--- src/include/cdm_pkg.sv ---
// Package for the countdown timer settings menu.
// Assumes a single 200 MHz clock and pin-level keys.
package cdm_pkg;
  // Clock rate and timing
  localparam int CLK_HZ = 200_000_000;
  localparam int END_HOLD_S = 2; // End indication hold, seconds
  localparam int END_HOLD_CYC = END_HOLD_S * CLK_HZ;
  localparam int TONE1_S = 3; // Short alarm, seconds
  localparam int TONE2_S = 9; // Long alarm, seconds
  localparam int TONE1_CYC = TONE1_S * CLK_HZ;
  localparam int TONE2_CYC = TONE2_S * CLK_HZ;
  localparam int BEEP_HALF_CYC = CLK_HZ / 4; // Standard beep on/off half period
  // Buzzer mode codes
  localparam logic [1:0] BZ_SILENT = 2'h0;
  localparam logic [1:0] BZ_3S = 2'h1;
  localparam logic [1:0] BZ_9S = 2'h2;
  localparam logic [1:0] BZ_UNTIL_KEY = 2'h3;
  localparam logic [1:0] BZ_MAX = 2'h3;
  // Reset values of settings
  localparam logic [1:0] BZ_RST = 2'h1;
  // Full brightness code
  localparam logic [7:0] BRIGHT_FULL = 8'hFF;
  // Menu items, in visiting order
  typedef enum logic [3:0] {
    MI_IDLE = 4'h0,
    MI_BUZZER = 4'h1,
    MI_APAUSE = 4'h2,
    MI_APAUSE_SUB = 4'h3,
    MI_DIR = 4'h4,
    MI_DISP = 4'h5,
    MI_INFO = 4'h6,
    MI_CHIP = 4'h7,
    MI_FW = 4'h8,
    MI_END = 4'h9
  } cdm_item_t;
  // Key bundle after conditioning
  typedef struct packed {
    logic menu;
    logic plus;
    logic minus;
    logic ret;
  } cdm_keys_t;
  // Settings in force
  typedef struct packed {
    logic [1:0] buzz_mode;
    logic auto_pause;
    logic count_up;
    logic disp_classic;
  } cdm_cfg_t;
endpackage

--- src/rtl/cdm_menu.sv ---
// Settings menu of a four-digit countdown timer.
// Assumes keys come straight from pins, active low, and that the
// countdown core supplies restart and alarm request strobes.
//
// Contract
// - Keys are active low, pressed when grounded
// - Plus and minus step buzzer mode
// - Buzzer modes: silent, 3s, 9s, until key
// - Plus at auto pause enters enable submenu
// - Plus counts up, minus counts down
// - Direction change applied only at restart
// - Classic mode sounds continuous tone
// - Standard mode sounds intermittent tone
// - Navigation key advances to next step
// - Return restarts current submenu from start
// - End shown, menu leaves after 2s
// - Info marker, chip number, firmware follow
// - Menu shown at full brightness
`timescale 1ns/1ps
module cdm_menu
  import cdm_pkg::*;
#(
  parameter int END_CYC = END_HOLD_CYC,
  parameter int T1_CYC = TONE1_CYC,
  parameter int T2_CYC = TONE2_CYC,
  parameter int HALF_CYC = BEEP_HALF_CYC
) (
  input wire logic mclk_in,
  input wire logic rst_in,
  input wire logic key_menu_n_in,
  input wire logic key_plus_n_in,
  input wire logic key_minus_n_in,
  input wire logic key_ret_n_in,
  input wire logic restart_in,
  input wire logic alarm_req_in,
  input wire logic [7:0] user_bright_in,
  output cdm_pkg::cdm_item_t item_out,
  output cdm_pkg::cdm_cfg_t cfg_out,
  output logic run_up_out,
  output logic menu_active_out,
  output logic [7:0] bright_out,
  output logic buzzer_out
);
  import cdm_pkg::*;

  // Two-flop synchronisers for the key pins
  logic [3:0] key_s1_q;
  logic [3:0] key_s2_q;
  logic [3:0] key_prev_q;
  always_ff @(posedge mclk_in or posedge rst_in) begin
    if (rst_in) begin
      key_s1_q <= 4'hF;
      key_s2_q <= 4'hF;
      key_prev_q <= 4'hF;
    end else begin
      key_s1_q <= {key_menu_n_in, key_plus_n_in, key_minus_n_in, key_ret_n_in};
      key_s2_q <= key_s1_q;
      key_prev_q <= key_s2_q;
    end
  end

  // Press edge: high to low on a grounded key
  wire logic [3:0] press_w = key_prev_q & ~key_s2_q;
  cdm_keys_t keys;
  assign keys = cdm_keys_t'(press_w);
  wire logic any_press_w = |press_w;

  // Menu state and settings
  cdm_item_t item_q, item_d;
  cdm_cfg_t cfg_q, cfg_d;
  logic run_up_q;
  logic [31:0] end_cnt_q;
  wire logic end_done_w = (item_q == MI_END) && (end_cnt_q == 32'(END_CYC - 1));

  // Next item on the navigation key, fixed order
  function automatic cdm_item_t next_item(input cdm_item_t it);
    unique case (it)
      MI_IDLE: next_item = MI_BUZZER;
      MI_BUZZER: next_item = MI_APAUSE;
      MI_APAUSE: next_item = MI_DIR;
      MI_APAUSE_SUB: next_item = MI_DIR;
      MI_DIR: next_item = MI_DISP;
      MI_DISP: next_item = MI_INFO;
      MI_INFO: next_item = MI_CHIP;
      MI_CHIP: next_item = MI_FW;
      MI_FW: next_item = MI_END;
      MI_END: next_item = MI_END;
      default: next_item = MI_IDLE;
    endcase
  endfunction

  // Menu sequencer and value editing
  always_comb begin
    item_d = item_q;
    cfg_d = cfg_q;
    if (end_done_w) begin
      item_d = MI_IDLE;
    end else if (keys.ret && item_q != MI_IDLE) begin
      item_d = (item_q == MI_APAUSE_SUB) ? MI_APAUSE : MI_BUZZER;
    end else if (keys.menu) begin
      item_d = next_item(item_q);
    end else begin
      unique case (item_q)
        MI_BUZZER: begin
          if (keys.plus && cfg_q.buzz_mode != BZ_MAX)
            cfg_d.buzz_mode = cfg_q.buzz_mode + 2'h1;
          else if (keys.minus && cfg_q.buzz_mode != BZ_SILENT)
            cfg_d.buzz_mode = cfg_q.buzz_mode - 2'h1;
        end
        MI_APAUSE: begin
          if (keys.plus) item_d = MI_APAUSE_SUB;
        end
        MI_APAUSE_SUB: begin
          if (keys.plus) cfg_d.auto_pause = 1'b1;
          else if (keys.minus) cfg_d.auto_pause = 1'b0;
        end
        MI_DIR: begin
          if (keys.plus) cfg_d.count_up = 1'b1;
          else if (keys.minus) cfg_d.count_up = 1'b0;
        end
        MI_DISP: begin
          if (keys.plus) cfg_d.disp_classic = 1'b1;
          else if (keys.minus) cfg_d.disp_classic = 1'b0;
        end
        default: ;
      endcase
    end
  end

  // Registers of the menu
  always_ff @(posedge mclk_in or posedge rst_in) begin
    if (rst_in) begin
      item_q <= MI_IDLE;
      cfg_q <= '{buzz_mode: BZ_RST, auto_pause: 1'b0, count_up: 1'b0, disp_classic: 1'b0};
      run_up_q <= 1'b0;
      end_cnt_q <= '0;
    end else begin
      item_q <= item_d;
      cfg_q <= cfg_d;
      // Direction latched only at restart so a running count is not disturbed
      if (restart_in) run_up_q <= cfg_q.count_up;
      end_cnt_q <= (item_q == MI_END && !end_done_w) ? end_cnt_q + 32'h1 : '0;
    end
  end

  // Alarm sequencer: length from buzzer mode, shape from display mode
  logic sounding_q;
  logic [31:0] tone_cnt_q;
  logic [31:0] half_cnt_q;
  logic beep_ph_q;
  wire logic [31:0] tone_len_w = (cfg_q.buzz_mode == BZ_3S) ? 32'(T1_CYC) : 32'(T2_CYC);
  wire logic timed_w = (cfg_q.buzz_mode == BZ_3S) || (cfg_q.buzz_mode == BZ_9S);
  wire logic tone_over_w = timed_w ? (tone_cnt_q >= tone_len_w - 32'h1)
                                   : any_press_w;
  always_ff @(posedge mclk_in or posedge rst_in) begin
    if (rst_in) begin
      sounding_q <= 1'b0;
      tone_cnt_q <= '0;
    end else if (!sounding_q) begin
      sounding_q <= alarm_req_in && (cfg_q.buzz_mode != BZ_SILENT);
      tone_cnt_q <= '0;
    end else begin
      sounding_q <= !tone_over_w;
      tone_cnt_q <= tone_cnt_q + 32'h1;
    end
  end

  // Beep gating divider for the standard shape
  always_ff @(posedge mclk_in or posedge rst_in) begin
    if (rst_in) begin
      half_cnt_q <= '0;
      beep_ph_q <= 1'b1;
    end else if (!sounding_q) begin
      half_cnt_q <= '0;
      beep_ph_q <= 1'b1;
    end else if (half_cnt_q == 32'(HALF_CYC - 1)) begin
      half_cnt_q <= '0;
      beep_ph_q <= !beep_ph_q;
    end else begin
      half_cnt_q <= half_cnt_q + 32'h1;
    end
  end

  // Output registers
  wire logic menu_on_w = (item_d != MI_IDLE);
  // Drive follows sounding_q directly so a timed tone lasts its full count
  wire logic buzz_d = sounding_q && (cfg_q.disp_classic || beep_ph_q);
  always_ff @(posedge mclk_in or posedge rst_in) begin
    if (rst_in) begin
      item_out <= MI_IDLE;
      cfg_out <= '{buzz_mode: BZ_RST, auto_pause: 1'b0, count_up: 1'b0, disp_classic: 1'b0};
      run_up_out <= 1'b0;
      menu_active_out <= 1'b0;
      bright_out <= 8'h00;
      buzzer_out <= 1'b0;
    end else begin
      item_out <= item_d;
      cfg_out <= cfg_d;
      run_up_out <= restart_in ? cfg_q.count_up : run_up_q;
      menu_active_out <= menu_on_w;
      bright_out <= menu_on_w ? BRIGHT_FULL : user_bright_in;
      buzzer_out <= buzz_d;
    end
  end

  // Checks
  chk_end_leave: assert property (@(posedge mclk_in) disable iff (rst_in)
    end_done_w |=> item_q == MI_IDLE) else $error("menu did not leave after end hold");
  chk_full_bright: assert property (@(posedge mclk_in) disable iff (rst_in)
    menu_active_out |-> bright_out == BRIGHT_FULL) else $error("menu not at full brightness");
  chk_dir_hold: assert property (@(posedge mclk_in) disable iff (rst_in)
    !restart_in |=> run_up_q == $past(run_up_q)) else $error("direction changed without restart");
  chk_dir_keys: assert property (@(posedge mclk_in) disable iff (rst_in)
    item_q == MI_DIR && keys.plus && !keys.menu && !keys.ret |=> cfg_q.count_up)
    else $error("plus did not select up");
  chk_apause_enter: assert property (@(posedge mclk_in) disable iff (rst_in)
    item_q == MI_APAUSE && keys.plus && !keys.menu && !keys.ret |=> item_q == MI_APAUSE_SUB)
    else $error("plus did not enter submenu");
  chk_silent_mode: assert property (@(posedge mclk_in) disable iff (rst_in)
    cfg_q.buzz_mode == BZ_SILENT && !sounding_q |=> !sounding_q) else $error("silent mode sounded");
  chk_classic_tone: assert property (@(posedge mclk_in) disable iff (rst_in)
    sounding_q && cfg_q.disp_classic |=> buzzer_out) else $error("classic tone broken");
  chk_nav_order: assert property (@(posedge mclk_in) disable iff (rst_in)
    item_q == MI_FW && keys.menu && !keys.ret && !end_done_w |=> item_q == MI_END)
    else $error("firmware not followed by end");
  chk_ret_restart: assert property (@(posedge mclk_in) disable iff (rst_in)
    keys.ret && item_q inside {MI_DIR, MI_DISP, MI_CHIP} |=> item_q == MI_BUZZER)
    else $error("return did not restart submenu");
endmodule

--- config.mk ---
export PLATFORM = sky130hd
export DESIGN_NAME = cdm_menu
export DESIGN_NICKNAME = d
export VERILOG_FILES = /design/src/include/cdm_pkg.sv /design/src/rtl/cdm_menu.sv
export SDC_FILE = /design/constraint.sdc
export NUM_CORES = 1
export LEC_CHECK = 0
export ABC_CLOCK_PERIOD_IN_PS = 5100
export BUFFER_PORTS_ARGS = -buffer_cell sky130_fd_sc_hd__clkbuf_2
export CORE_ASPECT_RATIO = 2
export CORE_MARGIN = 4
export CORE_UTILIZATION = 50
export CTS_BUF_LIST = sky130_fd_sc_hd__clkbuf_8 sky130_fd_sc_hd__clkbuf_16
export DETAILED_ROUTE_END_ITERATION = 6
export HOLD_SLACK_MARGIN = 0.08
export MAX_ROUTING_LAYER = met4
export PLACE_DENSITY = 0.67
export SLEW_MARGIN = 10
export SYNTH_ARGS = -nofsm -noshare
export SYNTH_HDL_FRONTEND = slang
export SYNTH_SLANG_ARGS = --single-unit
export TNS_END_PERCENT = 10
--- constraint.sdc ---
create_clock -name mclk_in -period 5.1 [get_ports mclk_in]
set_input_delay 0.51 -clock mclk_in [delete_from_list [all_inputs] [get_ports mclk_in]]
set_output_delay 0.51 -clock mclk_in [all_outputs]
set_load 0.01 [all_outputs]
==> run summary <==
The run finished with clean final reports. From synthesis to final layout, the design area changed by 13.3%. TritonCTS built the clock tree. Ranked by total cell area, the synthesized netlist is headed by sky130_fd_sc_hd__dfrtp_1 43%, sky130_fd_sc_hd__xnor2_1 6.4%, sky130_fd_sc_hd__nor2_1 6.3%, sky130_fd_sc_hd__dfstp_2 5.5%, sky130_fd_sc_hd__xor2_1 5.4%.

Setup violations remaining at the end of the flow were counted as 0. For this run the aggregate overflow at the end of global routing stands at 0. In this run, synthesis produced a sequential element count of 130. In the routed design, unresolved DRC markers number 0. For this design, the CTS-stage hold fixing added 0 buffers. Detailed routing inserted a total of 4843 vias.

The number of global-route vias before repair was 5064; the shortest clock period the worst path allows after layout was 2.81 ns. Clock latency on the worst-skew pair, taken at its later pin, is 0.41 ns. The average cell area after synthesis was 10.2 sq um; the area of all sequential standard cells was 3270 sq um.

The most frequently used flop master after synthesis was sky130_fd_sc_hd__dfrtp_1. For the number of warnings printed during yosys synthesis, the log shows 0. Based on the critical path, the design can be clocked at up to 355 MHz. The async set-reset flop share out of synthesis is 1.00. Worst slew slack as a fraction of its limit: 0.236. In this run, synthesis inferred 0 flip-flops with an integrated enable. In this run the core area contains 59 standard-cell rows. The width of the die came out at 89.9 microns. Once the clock tree was built, the setup fixing pass inserted 0 buffers.

The areal power density over the cells was 397 nW/um^2; the number of distinct library cells after synthesis was 63. Setup repair after global routing left no endpoint under its margin. The final count of pins violating max slew came out at 0. In this run the critical register-to-register path is launched from end_cnt_q[2]. 36 I/O pins were placed. Once detail routing completed, the nets flagged for antenna violations numbered 0.

Dividing the detail-routed wire length by the instance count gives 16.0 microns. The largest fanout on the critical path was 32. Worst min-delay path category: input pin to register.

The tools report the capture point of the worst path as end_cnt_q[11]. The dominant cell type by area after synthesis was sky130_fd_sc_hd__dfrtp_1. The pre-antenna-repair detailed-routing pass consisted of 5 iterations. Entering global routing, the biggest net connects 92 pins. The most common cell in the synthesized netlist is sky130_fd_sc_hd__dfrtp_1. The number of antenna diodes in the final layout is 0.

The DRC violation total after the first TritonRoute iteration came out at 175. Data arrival at the endpoint of the critical path: 3.05 ns. The CTS sink count came out at 130.

The logs give 5.34 ns for the required time reported for the critical path endpoint and 0.488 for the part of the Yosys area used for sequential elements. The post-detailed-routing wire length is 13700 microns, and the number of nets at the end of the flow is 724. The post-route fraction of the period consumed by the critical path works out to 0.552. Adding up every negative setup slack in the final design gives 0 ns. For the pin with the worst max-slew slack, the measured transition is 1.15 ns. For the number of gates resized after cts, the log shows 0. From bottom edge to top edge, the die measures 172 microns. The worst setup path is captured at a register. The first global-routing pass estimated 24000 microns of wire. The region available for standard cell placement spans 13100 sq um.

Summing every instance area after synthesis gives 6700 sq um. The logs give 4 for the deepest level of the CTS H-tree and 0 for the total count of hold-check failures in the final report. The filler cells instantiated in the layout total 1092. Buffers inserted during clock tree synthesis total 17. The fraction of final layout cells sized beyond drive strength 1 came out at 0.163.

The startpoint of the worst setup timing path was end_cnt_q[2]. The ratio of routed vias to standard cells came out at 5.64. The kind of critical path is register to register.

In the final layout, the multi-input gates occupy 3240 sq um. The clock skew after layout was 0.00786 ns. The max capacitance violation total is 0.

The worst setup path is launched from a register. The number of antenna violations at the first check in global routing was 0. The aggregate global-route resource usage came out at 0.197. The buffer cell driving the clock tree root was sky130_fd_sc_hd__clkbuf_16. Routability-driven placement finished with a final weighted congestion of 0.836. Input and output buffers added on the ports amount to 35.

For flop-to-flop paths, the worst setup slack is 2.29 ns. The die covers 15400 sq um. Starting density of the core: 0.513.

Maximum ir drop on the vdd rail: 207 uV. The post-route worst hold slack is 0.180 ns. By count the netlist is led by 116 x sky130_fd_sc_hd__dfrtp_1, 113 x sky130_fd_sc_hd__nor2_1, 49 x sky130_fd_sc_hd__xnor2_1. The proportion of netlist area held by the largest area contributor was 0.433; the instance count of the mapped netlist was 656. The tools report the number of buffers on the longest clock path as 2. Capture point of the worst reg-to-reg path: end_cnt_q[11]. For the worst flop-to-flop path, the logic depth is 5.

The number of nets produced by synthesis was 687. After legalization and detailed placement, the total HPWL measured 9550 microns. Clock-pin slew was measured on the worst setup and hold paths at 0.06 ns. The leakage power total was 3.17 nW.
==> placed cells by master (no fill, tap or decap), types with 3 or more instances in the layout <==
| cell | n |
|---|---|
| sky130_fd_sc_hd__mux2_2 | 4 |
| sky130_fd_sc_hd__nand4_1 | 23 |
| sky130_fd_sc_hd__nor4_1 | 10 |
| sky130_fd_sc_hd__nand2_1 | 34 |
| sky130_fd_sc_hd__ha_1 | 15 |
| sky130_fd_sc_hd__o21bai_1 | 8 |
| sky130_fd_sc_hd__nor4_4 | 5 |
| sky130_fd_sc_hd__and4_1 | 9 |
| sky130_fd_sc_hd__nor3_1 | 20 |
| sky130_fd_sc_hd__nand2b_1 | 6 |
| sky130_fd_sc_hd__inv_1 | 19 |
| sky130_fd_sc_hd__mux2i_1 | 3 |
| sky130_fd_sc_hd__xor2_1 | 41 |
| sky130_fd_sc_hd__clkbuf_8 | 3 |
| sky130_fd_sc_hd__dfrtp_1 | 116 |
| sky130_fd_sc_hd__nand3b_1 | 5 |
| sky130_fd_sc_hd__and3_1 | 11 |
| sky130_fd_sc_hd__nor4b_1 | 6 |
| sky130_fd_sc_hd__a31oi_1 | 3 |
| sky130_fd_sc_hd__clkbuf_16 | 17 |
| sky130_fd_sc_hd__a21oi_1 | 10 |
| sky130_fd_sc_hd__o21ai_0 | 6 |
| sky130_fd_sc_hd__clkinvlp_4 | 4 |
| sky130_fd_sc_hd__bufinv_16 | 3 |
| sky130_fd_sc_hd__nand4b_1 | 3 |
| sky130_fd_sc_hd__nor2_1 | 113 |
| sky130_fd_sc_hd__clkinv_4 | 3 |
| sky130_fd_sc_hd__xnor2_1 | 49 |
| sky130_fd_sc_hd__nand3_1 | 38 |
| sky130_fd_sc_hd__nand4_4 | 4 |
| sky130_fd_sc_hd__nor2b_1 | 9 |
| sky130_fd_sc_hd__and2_1 | 9 |
| sky130_fd_sc_hd__clkbuf_2 | 35 |
| sky130_fd_sc_hd__dfstp_2 | 14 |
==> how the worst min path moves through the flow <==
stage / start / endpoint / slack, ns / cells past startpoint
global route: key_plus_n_in / key_s1_q[2] / 0.16 / 1
global placement: key_s1_q[3] / key_s2_q[3] / 0.35 / 0
floorplan: key_s1_q[0] / key_s2_q[0] / 0.35 / 0
detailed placement: key_s1_q[0] / key_s2_q[0] / 0.35 / 0
CTS: key_menu_n_in / key_s1_q[3] / 0.16 / 1
finish: key_plus_n_in / key_s1_q[2] / 0.18 / 1
==> sequential cells by signal, summed over array words and instances (netlist names) <==
signal / flops
key_s2_q: 4
bright_out: 8
item_out: 4
key_prev_q: 4
half_cnt_q: 32
buzzer_out: 1
end_cnt_q: 32
tone_cnt_q: 32
run_up_out: 1
beep_ph_q: 1
sounding_q: 1
cfg_out: 5
menu_active_out: 1
key_s1_q: 4
==> metrics by stage <==
stage | setup WS [ns] | power (mW) | utilization | instances | cell area [sq um]
after floorplan | 1.14 | 1.62 | - | 656 | 6700
after global placement | 2.39 | 1.77 | 0.533 | 826 | 6970
after detailed placement | 2.29 | 1.78 | 0.533 | 826 | 6970
after CTS | 2.23 | 3.06 | 0.581 | 858 | 7590
after global routing | 1.97 | 3.18 | 0.581 | 858 | 7590
final | 2.29 | 3.02 | 0.581 | 858 | 7590
==> metal layers <==
metal / GRT usage / part of all wire / vias to the layer above
met1: 0.209 / 0.39 / 2397
met4: 0.0814 / 0.024 / 0
met5: - / 0 / -
met3: 0.0376 / 0.022 / 24
met2: 0.360 / 0.57 / 76
li1: - / - / 2346
==> layout make-up <==
type                            instances  share of cell area
Timing Repair Buffer                   37              0.0250
Tap cell                              152              0.0250
Inverter                               21              0.0110
Clock inverter                         12              0.0206
Clock buffer                           20              0.0614
Sequential cell                       130               0.431
Multi-Input combinational cell        486               0.426
==> kinds of logic after synthesis <==
family                     Yosys count  synth area share
xor gates and xnor gates            90             0.118
AOI/OAI and AO/OA                   50            0.0525
buffers and inverters               40            0.0291
adders and majority gates           15            0.0280
muxes                                7            0.0112
DFF                                130             0.488
and+or+nand+nor                    324             0.274
==> worst max-delay path, stage by stage, from the launching register on <==
cell and delay (ns):
sky130_fd_sc_hd__dfrtp_1 0.39, sky130_fd_sc_hd__and3_1 0.30, sky130_fd_sc_hd__nand4_1 0.47, sky130_fd_sc_hd__or3_4 0.56
sky130_fd_sc_hd__nand2_1 0.76, sky130_fd_sc_hd__nor2_1 0.16
==> power by group <==
part | internal, mW | total, mW | switching, mW | leakage [nW]
registers | 1.12 | 1.22 | 0.0978 | 1.71
clock network | 0.808 | 1.26 | 0.450 | 0.294
logic | 0.199 | 0.543 | 0.344 | 1.17
total | 2.13 | 3.02 | 0.892 | 3.17
Note: power is estimated with default switching activity, not from simulation.
